`src/hdl/ehg_map.vh`:
```
`ifndef EHG_MAP_VH
`define EHG_MAP_VH

// dictionary indices
`define EHG_IDX_DEVTYPE 16'h1000
`define EHG_IDX_ERRFLAG 16'h1001
`define EHG_IDX_VENDOR 16'h1002
`define EHG_IDX_HISTORY 16'h1003
`define EHG_IDX_GUARD 16'h100C
`define EHG_IDX_LIFEMUL 16'h100D

// reset values
`define EHG_GUARD_RST 16'h0000
`define EHG_LIFEMUL_RST 8'h00

// field positions
`define EHG_GENERIC_BIT 0
`define EHG_CODE_LSB 0
`define EHG_SRC_LSB 16
`define EHG_DESC_LSB 24

// function block flags in the additional-information field
`define EHG_FB_DI 16'h0001
`define EHG_FB_AI 16'h0002
`define EHG_FB_LUT 16'h2000
`define EHG_FB_LOGIC 16'h4000
`define EHG_FB_MISC 16'h8000

// history entry codes
`define EHG_CODE_OVR_HIGH 32'h2001F001
`define EHG_CODE_OVR_LOW 32'h4001F001
`define EHG_CODE_RX_TMO 32'h00008100
`define EHG_CODE_LIFEGUARD 32'h10008130
`define EHG_DESC_HEARTBEAT 8'h80
`define EHG_GUARD_ERROR 16'h8130

// list geometry
`define EHG_HIST_DEPTH 4

// timing: guard unit is one millisecond
`define EHG_MS_NS 1000000
`define EHG_CLK_NS 50
`define EHG_MS_CYCLES (`EHG_MS_NS / `EHG_CLK_NS)

`endif

```
`src/hdl/ehg_error_guard.v`:
```
// Functional notes
// - bit 0 set while any error active
// - new error inserted at head, sub0 count
// - entry removed when its error clears
// - count zero when no error active
// - writing zero to count empties list
// - emptying list keeps error flag set
// - four entries max, oldest dropped
// - entry is description, source byte, code
// - lifeguard event logs 10008130h
// - heartbeat loss logs 80, node, 8130h
// - overload logs 2001F001h or 4001F001h
// - receive timeout flagged, logs 00008100h
// - guard time in ms, zero disables
// - lifetime is factor times guard time
// - never life guarding with heartbeat monitoring
// - device-type word read-only, two fields
// - one flag bit per function block
// - zero life time factor disables guarding
`timescale 1ns/1ps
`include "ehg_map.vh"

module ehg_error_guard #(
  parameter MS_CYCLES = `EHG_MS_CYCLES,
  parameter [15:0] GENERAL_PROFILE = 16'h0000, // arbitrary value
  parameter HAS_DI = 1,
  parameter HAS_AI = 1,
  parameter HAS_LUT = 1,
  parameter HAS_LOGIC = 1,
  parameter HAS_MISC = 1
) (
  input wire ref_clk,
  input wire rst_n,
  input wire odReq,
  input wire odWrite,
  input wire [15:0] odIndex,
  input wire [7:0] odSub,
  input wire [31:0] odWrData,
  output reg [31:0] odRdData,
  output reg odDone,
  output reg odAbort,
  input wire faultHigh,
  input wire faultLow,
  input wire rxTimeout,
  input wire hbLost,
  input wire [7:0] hbNode,
  input wire hbMonEnable,
  input wire guardRx,
  output reg genericError,
  output reg rxTimeoutFlag,
  output reg lifeGuardActive,
  output reg lifeGuardFault
);

  localparam NSRC = 5;
  localparam [2:0] SRC_HIGH = 3'h0;
  localparam [2:0] SRC_LOW = 3'h1;
  localparam [2:0] SRC_RXTMO = 3'h2;
  localparam [2:0] SRC_LIFE = 3'h3;
  localparam [2:0] SRC_HB = 3'h4;
  localparam [2:0] SRC_NONE = 3'h7;
  localparam DEPTH = `EHG_HIST_DEPTH;

  // ----------------------------------------------------------------
  // device-type word
  // ----------------------------------------------------------------
  wire [15:0] addInfo;
  assign addInfo = (HAS_DI ? `EHG_FB_DI : 16'h0000) | (HAS_AI ? `EHG_FB_AI : 16'h0000) |
                   (HAS_LUT ? `EHG_FB_LUT : 16'h0000) | (HAS_LOGIC ? `EHG_FB_LOGIC : 16'h0000) |
                   (HAS_MISC ? `EHG_FB_MISC : 16'h0000);
  wire [31:0] devTypeWord;
  assign devTypeWord = {addInfo, GENERAL_PROFILE};

  // ----------------------------------------------------------------
  // guard configuration and lifetime watch
  // ----------------------------------------------------------------
  reg [15:0] guard_reg;
  reg [7:0] lifeMul_reg;
  reg [14:0] msCnt_reg;
  reg msTick_reg;
  reg [23:0] lifeCnt_reg;
  reg armed_reg;
  reg lifeFault_reg;
  wire [23:0] lifetime;
  wire guardOn;

  assign lifetime = guard_reg * lifeMul_reg;
  // heartbeat monitoring takes precedence over life guarding
  assign guardOn = (guard_reg != 16'h0000) && (lifeMul_reg != 8'h00) && !hbMonEnable;

  always @(posedge ref_clk) begin
    if (!rst_n) begin
      msCnt_reg <= 15'h0000;
      msTick_reg <= 1'b0;
    end else if (msCnt_reg == MS_CYCLES - 1) begin
      msCnt_reg <= 15'h0000;
      msTick_reg <= 1'b1;
    end else begin
      msCnt_reg <= msCnt_reg + 15'h0001;
      msTick_reg <= 1'b0;
    end
  end

  // watch starts at the first guard request, as the manager drives it
  always @(posedge ref_clk) begin
    if (!rst_n) begin
      lifeCnt_reg <= 24'h000000;
      armed_reg <= 1'b0;
      lifeFault_reg <= 1'b0;
    end else if (!guardOn) begin
      lifeCnt_reg <= 24'h000000;
      armed_reg <= 1'b0;
      lifeFault_reg <= 1'b0;
    end else if (guardRx) begin
      lifeCnt_reg <= 24'h000000;
      armed_reg <= 1'b1;
      lifeFault_reg <= 1'b0;
    end else if (armed_reg && msTick_reg && !lifeFault_reg) begin
      if (lifeCnt_reg + 24'h000001 >= lifetime) begin
        lifeFault_reg <= 1'b1;
      end
      lifeCnt_reg <= lifeCnt_reg + 24'h000001;
    end
  end

  // ----------------------------------------------------------------
  // error sources
  // ----------------------------------------------------------------
  wire [NSRC-1:0] active;
  assign active = {hbLost, lifeFault_reg, rxTimeout, faultLow, faultHigh};
  reg [NSRC-1:0] tracked_reg;

  function [31:0] codeOf;
    input [2:0] src;
    input [7:0] node;
    begin
      case (src)
        SRC_HIGH: codeOf = `EHG_CODE_OVR_HIGH;
        SRC_LOW: codeOf = `EHG_CODE_OVR_LOW;
        SRC_RXTMO: codeOf = `EHG_CODE_RX_TMO;
        SRC_LIFE: codeOf = `EHG_CODE_LIFEGUARD;
        SRC_HB: codeOf = {`EHG_DESC_HEARTBEAT, node, `EHG_GUARD_ERROR};
        default: codeOf = 32'h00000000;
      endcase
    end
  endfunction

  // one source change handled per cycle; the rest wait their turn
  reg [2:0] pickSrc;
  reg pickRise;
  integer s;
  always @* begin
    pickSrc = SRC_NONE;
    pickRise = 1'b0;
    for (s = NSRC - 1; s >= 0; s = s - 1) begin
      if (active[s] != tracked_reg[s]) begin
        pickSrc = s[2:0];
        pickRise = active[s];
      end
    end
  end

  // ----------------------------------------------------------------
  // history list
  // ----------------------------------------------------------------
  reg [31:0] entry_reg [0:DEPTH-1];
  reg [2:0] tag_reg [0:DEPTH-1];
  reg [2:0] count_reg;
  reg [31:0] entry_next [0:DEPTH-1];
  reg [2:0] tag_next [0:DEPTH-1];
  reg [2:0] count_next;
  reg hit;
  reg clearList;
  integer i;

  always @* begin
    hit = 1'b0;
    count_next = count_reg;
    for (i = 0; i < DEPTH; i = i + 1) begin
      entry_next[i] = entry_reg[i];
      tag_next[i] = tag_reg[i];
    end
    if (clearList) begin
      count_next = 3'h0;
      for (i = 0; i < DEPTH; i = i + 1) begin
        entry_next[i] = 32'h00000000;
        tag_next[i] = SRC_NONE;
      end
    end else if (pickSrc != SRC_NONE && pickRise) begin
      for (i = DEPTH - 1; i > 0; i = i - 1) begin
        entry_next[i] = entry_reg[i-1];
        tag_next[i] = tag_reg[i-1];
      end
      entry_next[0] = codeOf(pickSrc, hbNode);
      tag_next[0] = pickSrc;
      if (count_reg < DEPTH) begin
        count_next = count_reg + 3'h1;
      end
    end else if (pickSrc != SRC_NONE) begin
      for (i = 0; i < DEPTH; i = i + 1) begin
        if (tag_reg[i] == pickSrc && i < count_reg) begin
          hit = 1'b1;
        end
        if (hit) begin
          entry_next[i] = (i < DEPTH - 1) ? entry_reg[(i + 1) % DEPTH] : 32'h00000000;
          tag_next[i] = (i < DEPTH - 1) ? tag_reg[(i + 1) % DEPTH] : SRC_NONE;
        end
      end
      if (hit) begin
        count_next = count_reg - 3'h1;
      end
    end
  end

  always @(posedge ref_clk) begin
    if (!rst_n) begin
      count_reg <= 3'h0;
      tracked_reg <= {NSRC{1'b0}};
      for (i = 0; i < DEPTH; i = i + 1) begin
        entry_reg[i] <= 32'h00000000;
        tag_reg[i] <= SRC_NONE;
      end
    end else begin
      count_reg <= count_next;
      for (i = 0; i < DEPTH; i = i + 1) begin
        entry_reg[i] <= entry_next[i];
        tag_reg[i] <= tag_next[i];
      end
      // a clear empties the list but the source stays known as active
      if (pickSrc != SRC_NONE) begin
        tracked_reg[pickSrc] <= pickRise;
      end
    end
  end

  // ----------------------------------------------------------------
  // status outputs
  // ----------------------------------------------------------------
  always @(posedge ref_clk) begin
    if (!rst_n) begin
      genericError <= 1'b0;
      rxTimeoutFlag <= 1'b0;
      lifeGuardActive <= 1'b0;
      lifeGuardFault <= 1'b0;
    end else begin
      genericError <= |active;
      rxTimeoutFlag <= rxTimeout;
      lifeGuardActive <= guardOn;
      lifeGuardFault <= lifeFault_reg;
    end
  end

  // ----------------------------------------------------------------
  // dictionary access
  // ----------------------------------------------------------------
  reg [31:0] rdMux;
  reg accOk;
  reg wrGuard;
  reg wrLife;
  wire subZero;
  assign subZero = (odSub == 8'h00);

  always @* begin
    rdMux = 32'h00000000;
    accOk = 1'b0;
    wrGuard = 1'b0;
    wrLife = 1'b0;
    clearList = 1'b0;
    case (odIndex)
      `EHG_IDX_DEVTYPE: begin
        accOk = subZero && !odWrite;
        rdMux = devTypeWord;
      end
      `EHG_IDX_ERRFLAG: begin
        accOk = subZero && !odWrite;
        rdMux = {31'h00000000, genericError};
      end
      `EHG_IDX_VENDOR: begin
        accOk = subZero && !odWrite;
        rdMux = {8'h00, 3'h0, tracked_reg, 5'h00, lifeFault_reg, armed_reg, guardOn, 5'h00, count_reg};
      end
      `EHG_IDX_HISTORY: begin
        if (subZero) begin
          accOk = !odWrite || (odWrData == 32'h00000000);
          clearList = odReq && odWrite && (odWrData == 32'h00000000);
          rdMux = {29'h00000000, count_reg};
        end else if (odSub <= DEPTH) begin
          accOk = !odWrite;
          rdMux = (odSub <= count_reg) ? entry_reg[odSub[1:0] - 2'h1] : 32'h00000000;
        end
      end
      `EHG_IDX_GUARD: begin
        accOk = subZero;
        wrGuard = subZero && odWrite && odReq;
        rdMux = {16'h0000, guard_reg};
      end
      `EHG_IDX_LIFEMUL: begin
        accOk = subZero;
        wrLife = subZero && odWrite && odReq;
        rdMux = {24'h000000, lifeMul_reg};
      end
      default: begin
        accOk = 1'b0;
      end
    endcase
  end

  always @(posedge ref_clk) begin
    if (!rst_n) begin
      guard_reg <= `EHG_GUARD_RST;
      lifeMul_reg <= `EHG_LIFEMUL_RST;
      odRdData <= 32'h00000000;
      odDone <= 1'b0;
      odAbort <= 1'b0;
    end else begin
      if (wrGuard) begin
        guard_reg <= odWrData[15:0];
      end
      if (wrLife) begin
        lifeMul_reg <= odWrData[7:0];
      end
      odDone <= odReq && accOk;
      odAbort <= odReq && !accOk;
      if (odReq && accOk && !odWrite) begin
        odRdData <= rdMux;
      end
    end
  end

endmodule

```
`config.mk`:
```
export PLATFORM = sky130hd
export DESIGN_NAME = ehg_error_guard
export DESIGN_NICKNAME = d
export VERILOG_FILES = /design/src/hdl/ehg_error_guard.v
export VERILOG_INCLUDE_DIRS = /design/src /design/src/hdl
export SDC_FILE = /design/constraint.sdc
export NUM_CORES = 1
export LEC_CHECK = 0
export BUFFER_PORTS_ARGS = -buffer_cell sky130_fd_sc_hd__buf_2
export CAP_MARGIN = 15
export CORE_ASPECT_RATIO = 0.7
export CORE_MARGIN = 1.5
export CORE_UTILIZATION = 54
export CTS_CLUSTER_DIAMETER = 150
export DETAILED_ROUTE_END_ITERATION = 8
export PLACE_DENSITY = 0.75
export SLEW_MARGIN = 30
export SYNTH_ARGS = -nofsm -noshare
export SYNTH_HDL_FRONTEND = slang
export SYNTH_SLANG_ARGS = --single-unit
```
`constraint.sdc`:
```
create_clock -name ref_clk -period 5.82 [get_ports ref_clk]
set_input_delay 1.746 -clock ref_clk [delete_from_list [all_inputs] [get_ports ref_clk]]
set_output_delay 1.746 -clock ref_clk [all_outputs]
set_load 0.02 [all_outputs]
```
======== After elaboration in Yosys (flattened, before gate mapping) ========
Memories as Yosys holds them, arrays and structs flattened.
Index checks and enable logic that the tools add are counted.
storage, ports and cells
  flip-flop bits (word level) ............. 112
  RAM bits ................................ 140
  input bits .............................. 74
  memories kept ........................... 2
memories
  memory     depth  bits a word  read ports  clocked after Yosys merged registers in  write ports  RTL line               source
  entry_reg  4      32           5           0                                        4            ehg_error_guard.v:166  reg [31:0] entry_reg [0:DEPTH-1];
  tag_reg    4      3            4           0                                        4            ehg_error_guard.v:167  reg [2:0] tag_reg [0:DEPTH-1];
cells by class
  add/subtract/negate cells ............... 5
  multipliers ............................. 1
  $lt $le $gt $ge ......................... 10
  equality and inequality tests ........... 22
  multiplexer cells ....................... 70
  bitwise operators ....................... 10
  reduce and logical (&&, ||, !) cells .... 39
operators by type and width
  kind                                                       number
  two-way mux 128 bit                                        3
  two-way mux 32 bit                                         11
  one-hot mux 32 bit (6 select lines)                        1
  one-hot mux 32 bit (5 select lines)                        1
  equality test 16 x 13 -> 1 bit, second input constant      6
  two-way mux 3 bit                                          16
  two-way mux 12 bit                                         3
  zero test 32 bit                                           1
  two-way mux 1 bit                                          31
  adder 24 x 1 -> 24 bit, second input constant              1
  >= comparator 24 bit                                       1
  multiplier 16 x 8 -> 24 bit                                1
  logical AND 1 bit                                          18
  nonzero test 16 bit                                        1
  adder 15 x 1 -> 15 bit, second input constant              1
  equality test 15 bit, second input constant                1
  equality test 3 bit                                        4
  <= comparator 8 x 3 -> 1 bit                               1
  <= comparator 8 x 3 -> 1 bit, second input constant        1
  zero test 8 bit                                            1
  OR 1 bit                                                   8
  nonzero test 8 bit                                         1
  equality test 3 x 2 -> 1 bit, second input constant        2
  less-than comparator 1 x 3 -> 1 bit, first input constant  2
  other kinds (26)                                           40

======== Longest topological paths before layout ========
  depth after elaboration ................. 29
  depth in mapped cells ................... 26

======== Worst setup path after synthesis ========
Ideal clock, no wire load.
  path kind ............................... register -> register
  start point ............................. register lifeMul_reg[5]
  end point ............................... register lifeFault_reg
  library setup time ...................... 0.127 ns
  arrival time ............................ 5.759 ns
  setup slack ............................. -0.066 ns
  stages on the path, launching flop included .. 26
  path buffers ............................ 2
  clock period less this slack ............ 5.886 ns
  path through ............................ dfxtp_1 > clkbuf_1 > clkbuf_1 > nand2_1 > fa_1 > fa_1 > inv_1 > fa_1 > inv_1 > fa_1 > inv_1 > ha_1 > o21ai_0 > o21ai_0 > a2111oi_0 > o21ai_0 > and2_1 > a21o_1 > a21oi_1 > xor2_1 > ha_1 > o2111ai_1 > nor2_1 > a211oi_1 > o31a_1 > o31ai_1
between the ends
  word-level cells in the longest chain between the ends .. 5
  elaborated cells between the ends (all ways) .. 8
  classes of those cells .................. mul: 1; order compare: 1; bitwise: 1; reduce/logical: 5
ends and longest elaborated chain
  what                                                                 RTL line               source
  start, declared                                                      ehg_error_guard.v:78   reg [7:0] lifeMul_reg;
  start signal, assigned                                               ehg_error_guard.v:311  lifeMul_reg <= `EHG_LIFEMUL_RST;
  start signal, assigned                                               ehg_error_guard.v:320  lifeMul_reg <= odWrData[7:0];
  branches (longest 5 deep; another with multiplier 16 x 8 -> 24 bit)  --
  end signal, assigned                                                 ehg_error_guard.v:109  lifeFault_reg <= 1'b0;
  end signal, assigned                                                 ehg_error_guard.v:113  lifeFault_reg <= 1'b0;
  end signal, assigned                                                 ehg_error_guard.v:117  lifeFault_reg <= 1'b0;
  end, declared                                                        ehg_error_guard.v:83   reg lifeFault_reg;
Parallel ways; which one is timed is not known.
A chain may end at the register's enable or synchronous reset.

======== Final worst setup path ========
Same ends and word-level chain as after synthesis.

==> reports/qor.csv <==
metric,value,unit
vias per inst,5.95,
H-tree Lvls,1,
Starting Density,0.555,
final cycle utilization of the critical path,0.992,
Synth Instances,1880,
final setup fails,0,
Root Buffer,clkbuf_16,
input/output buffers,111,
CP Data Arrival Time,6.19,ns
CTS Hold Buffers Added,0,
"Worst Path Class, Setup",reg -> reg,
final WL,46.0,mm
number of synthesized flops with an enable pin,0,
Max Cap Violations,0,
hold crit path type,reg -> reg,
sequential cell area,5070,um2
Post-Syn Area per Cell,8.95,um2
starting DRC count in detailed routing,1198,
RSZ-0062 raised after global routing,true,
Power Total,4.60,mW
number of flip-flops in the largest register,128,
post-synthesis net count,2115,
vias in the first global route,13600,
Sum Neg Setup Slack,0,ns
area of the multi-input gates,11000,um2
drt wl/cell,19.0,um
Layout area overhead,14.5,%
Leak,8.24,nW
die height,151,um
CTS buffer count,26,
Max Fclk,173,MHz
sequential share of power,0.432,
Die X-Extent,214,um
Worst slew margin,0.266,
mapped cell area,16800,um2
# DRC,0,
Async SR Flop Fraction,0,
vias,14400,
"Primary FF master, synth",dfxtp_1,
gr usage total,0.282,
GRT Residual Overflow,0,
die area,32200,um2
Bufs on Longest Clock Path,3,
Clock Latency Late Sink,0.55,ns
Final #Nets,2224,
P_sw,1.33,mW
Synth cell types,76,
Final Worst Setup Slack,0.0493,ns
Setup crit end kind,register,
Filler cells,2451,
dpl hpwl,32.9,mm
CTS tree,built,
first-pass GRT wire length,72.8,mm
Clock Skew,0.00780,ns
Hold Slack,0.448,ns
Sink Count,252,
combinational power share,0.169,
Startpoint Class,register,
DP Worst Slack,-0.289,ns
DP Area,18100,um2
Clock power frac,0.399,
VDD IR-drop max,0.235,mV
fin area,19300,um2
register area share after synthesis,0.300,
Core Area,30300,um2
switch share,0.290,
Tmin final,5.77,ns
Worst R2R Setup Slack,0.05,ns
initial antenna violation count,0,
final hold viol count,0,
I/O Pins,112,
synthesis-stage register bit count,252,
P per Cell Area,239,nW/um2
row count,53,
CP required,6.24,ns
fraction of layout cells with a size suffix above 1,0.191,
Antenna diodes,0,
post-route ant nets,0,
Crit Path Max Fanout,5,
RD Place Congestion,0.975,
transition time of the tightest slew-check pin,1.10,ns
number of synthesis warnings,0,
Int Pwr,3.27,mW
TritonRoute pass-1 iters,6,
largest net degree at the start of global routing,67,
clock-pin slew on the worst setup and hold paths,0.07,ns
"Slew Viols, Final",0,
status,"finished, final reports clean",
==> stage by stage <==
stage / utilization / cells
global route: 0.635 / 2419
detailed placement: 0.597 / 2369
finish: 0.635 / 2419
CTS: 0.630 / 2418
floorplan: - / 1880
global placement: 0.596 / 2369
==> cell families (layout without fill, tap and decap cells) <==
family                   after synthesis  count (layout)  share of synthesized area
AND/OR/NAND/NOR                      655             655                      0.186
AO/OA/AOI/OAI                        357             357                      0.153
flip-flops                           252             252                      0.300
buffers and inverters                246             373                     0.0597
adder cells (fa/ha/maj)              161             161                      0.157
multiplexers                         126             126                     0.0993
XOR/XNOR                              83              83                     0.0446
==> final cells by class <==
class / instances / area share
Inverter: 121 / 0.0236
Clock inverter: 12 / 0.0101
Timing Repair Buffer: 206 / 0.0671
Sequential cell: 252 / 0.263
Tap cell: 412 / 0.0268
Multi-Input combinational cell: 1382 / 0.571
Clock buffer: 34 / 0.0380
==> timing repair <==
action	in CTS	in global routing
buffers inserted	3	1
setup endpoints to repair	1	1
resized for setup	20	37
hold endpoints to repair	0	0
pin swaps	16	51
==> worst max-delay path: stages, from the launching register on <==
cell	delay, ns
dfxtp_4	0.36
buf_6	0.12
and2_4	0.13
fa_1	0.51
fa_1	0.53
fa_1	0.53
inv_2	0.04
fa_1	0.53
inv_2	0.05
ha_4	0.21
a21o_1	0.15
a21o_1	0.23
buf_6	0.14
a21o_1	0.19
a32o_1	0.21
o21ai_1	0.20
nand2b_1	0.10
a21oi_1	0.17
xor2_1	0.10
ha_1	0.18
a21o_1	0.19
a211oi_2	0.23
nor2_2	0.07
a211oi_2	0.22
o31a_1	0.17
o31ai_1	0.06
==> routing by layer <==
layer | up-vias | global-route usage | share of wire
li1 | 6719 | - | -
met1 | 6993 | 0.407 | 0.44
met2 | 617 | 0.419 | 0.43
met3 | 60 | 0.0778 | 0.11
met4 | 0 | 0.0603 | 0.016
met5 | - | 0 | 0
==> layout by cell type, fill, tap and decap left out, drive strengths merged, types with 6 or more instances in the layout <==
master	count
nand2	140
fa	84
nand2b	16
o21bai	6
ha	77
clkbuf	34
mux2	7
o21ai	66
nor2	242
buf	206
a21oi	75
mux2i	87
a21o	16
nor4b	7
or3	9
inv	122
nand3	35
nor2b	8
and3	23
a211oi	95
xnor2	35
nor3	17
and2	108
mux4	32
nor4	23
dfxtp	252
xor2	48
nand4	13
a22oi	46
==> worst paths after layout <==
| check | start | end | depth (start not counted) |
|---|---|---|---|
| min reg2reg | msCnt_reg[0]$_SDFF_PP0_ | msCnt_reg[0]$_SDFF_PP0_ | 1 |
| min | msCnt_reg[0]$_SDFF_PP0_ | msCnt_reg[0]$_SDFF_PP0_ | 1 |
| max reg2reg | lifeMul_reg[5]$_SDFFE_PN0P_ | lifeFault_reg$_SDFFE_PP0P_ | 25 |
| max | lifeMul_reg[5]$_SDFFE_PN0P_ | lifeFault_reg$_SDFFE_PP0P_ | 25 |
==> power by group through the flow <==
| stage | registers, mW | clock network (mW) | logic, mW |
|---|---|---|---|
| 3_3_place_gp | 2.01 | 0 | 0.729 |
| 2_1_floorplan | 1.98 | 0 | 0.574 |
| 4_1_cts | 1.99 | 1.85 | 0.762 |
| 3_5_place_dp | 2.02 | 0 | 0.756 |
| 5_1_grt | 2.01 | 1.92 | 0.836 |
| 6_report | 1.99 | 1.84 | 0.776 |
==> synthesized netlist by cell type (3+ instances only) <==
cell / number / area share
dfxtp_1: 252 / 0.30
nor2_1: 241 / 0.054
nand2_1: 140 / 0.031
inv_1: 120 / 0.027
and2_1: 108 / 0.040
mux2i_1: 87 / 0.052
clkbuf_1: 85 / 0.019
fa_1: 84 / 0.10
ha_1: 77 / 0.057
a21oi_1: 75 / 0.022
a211oi_1: 63 / 0.028
o21ai_0: 60 / 0.018
a22oi_1: 46 / 0.021
xor2_1: 46 / 0.024
nand3_1: 35 / 0.010
xnor2_1: 34 / 0.018
a211oi_2: 32 / 0.024
mux4_2: 32 / 0.043
and3_1: 23 / 0.0086
nor4_1: 23 / 0.0086
buf_2: 22 / 0.0065
a21o_1: 16 / 0.0071
nand2b_1: 16 / 0.0060
nor3_1: 16 / 0.0048
nand4_1: 13 / 0.0048
or3_1: 9 / 0.0033
buf_1: 8 / 0.0018
nor2b_1: 8 / 0.0030
mux2_2: 7 / 0.0047
nor4b_1: 7 / 0.0036
o21ai_1: 6 / 0.0018
o21bai_1: 6 / 0.0027
a222oi_1: 5 / 0.0030
buf_6: 5 / 0.0033
a311oi_1: 4 / 0.0021
buf_4: 4 / 0.0018
o211ai_1: 4 / 0.0018
o32ai_1: 4 / 0.0021
or2_2: 4 / 0.0015
a221oi_1: 3 / 0.0016
a31oi_1: 3 / 0.0011
and4_1: 3 / 0.0016
No activity file was read; power rests on OpenSTA's default activity.
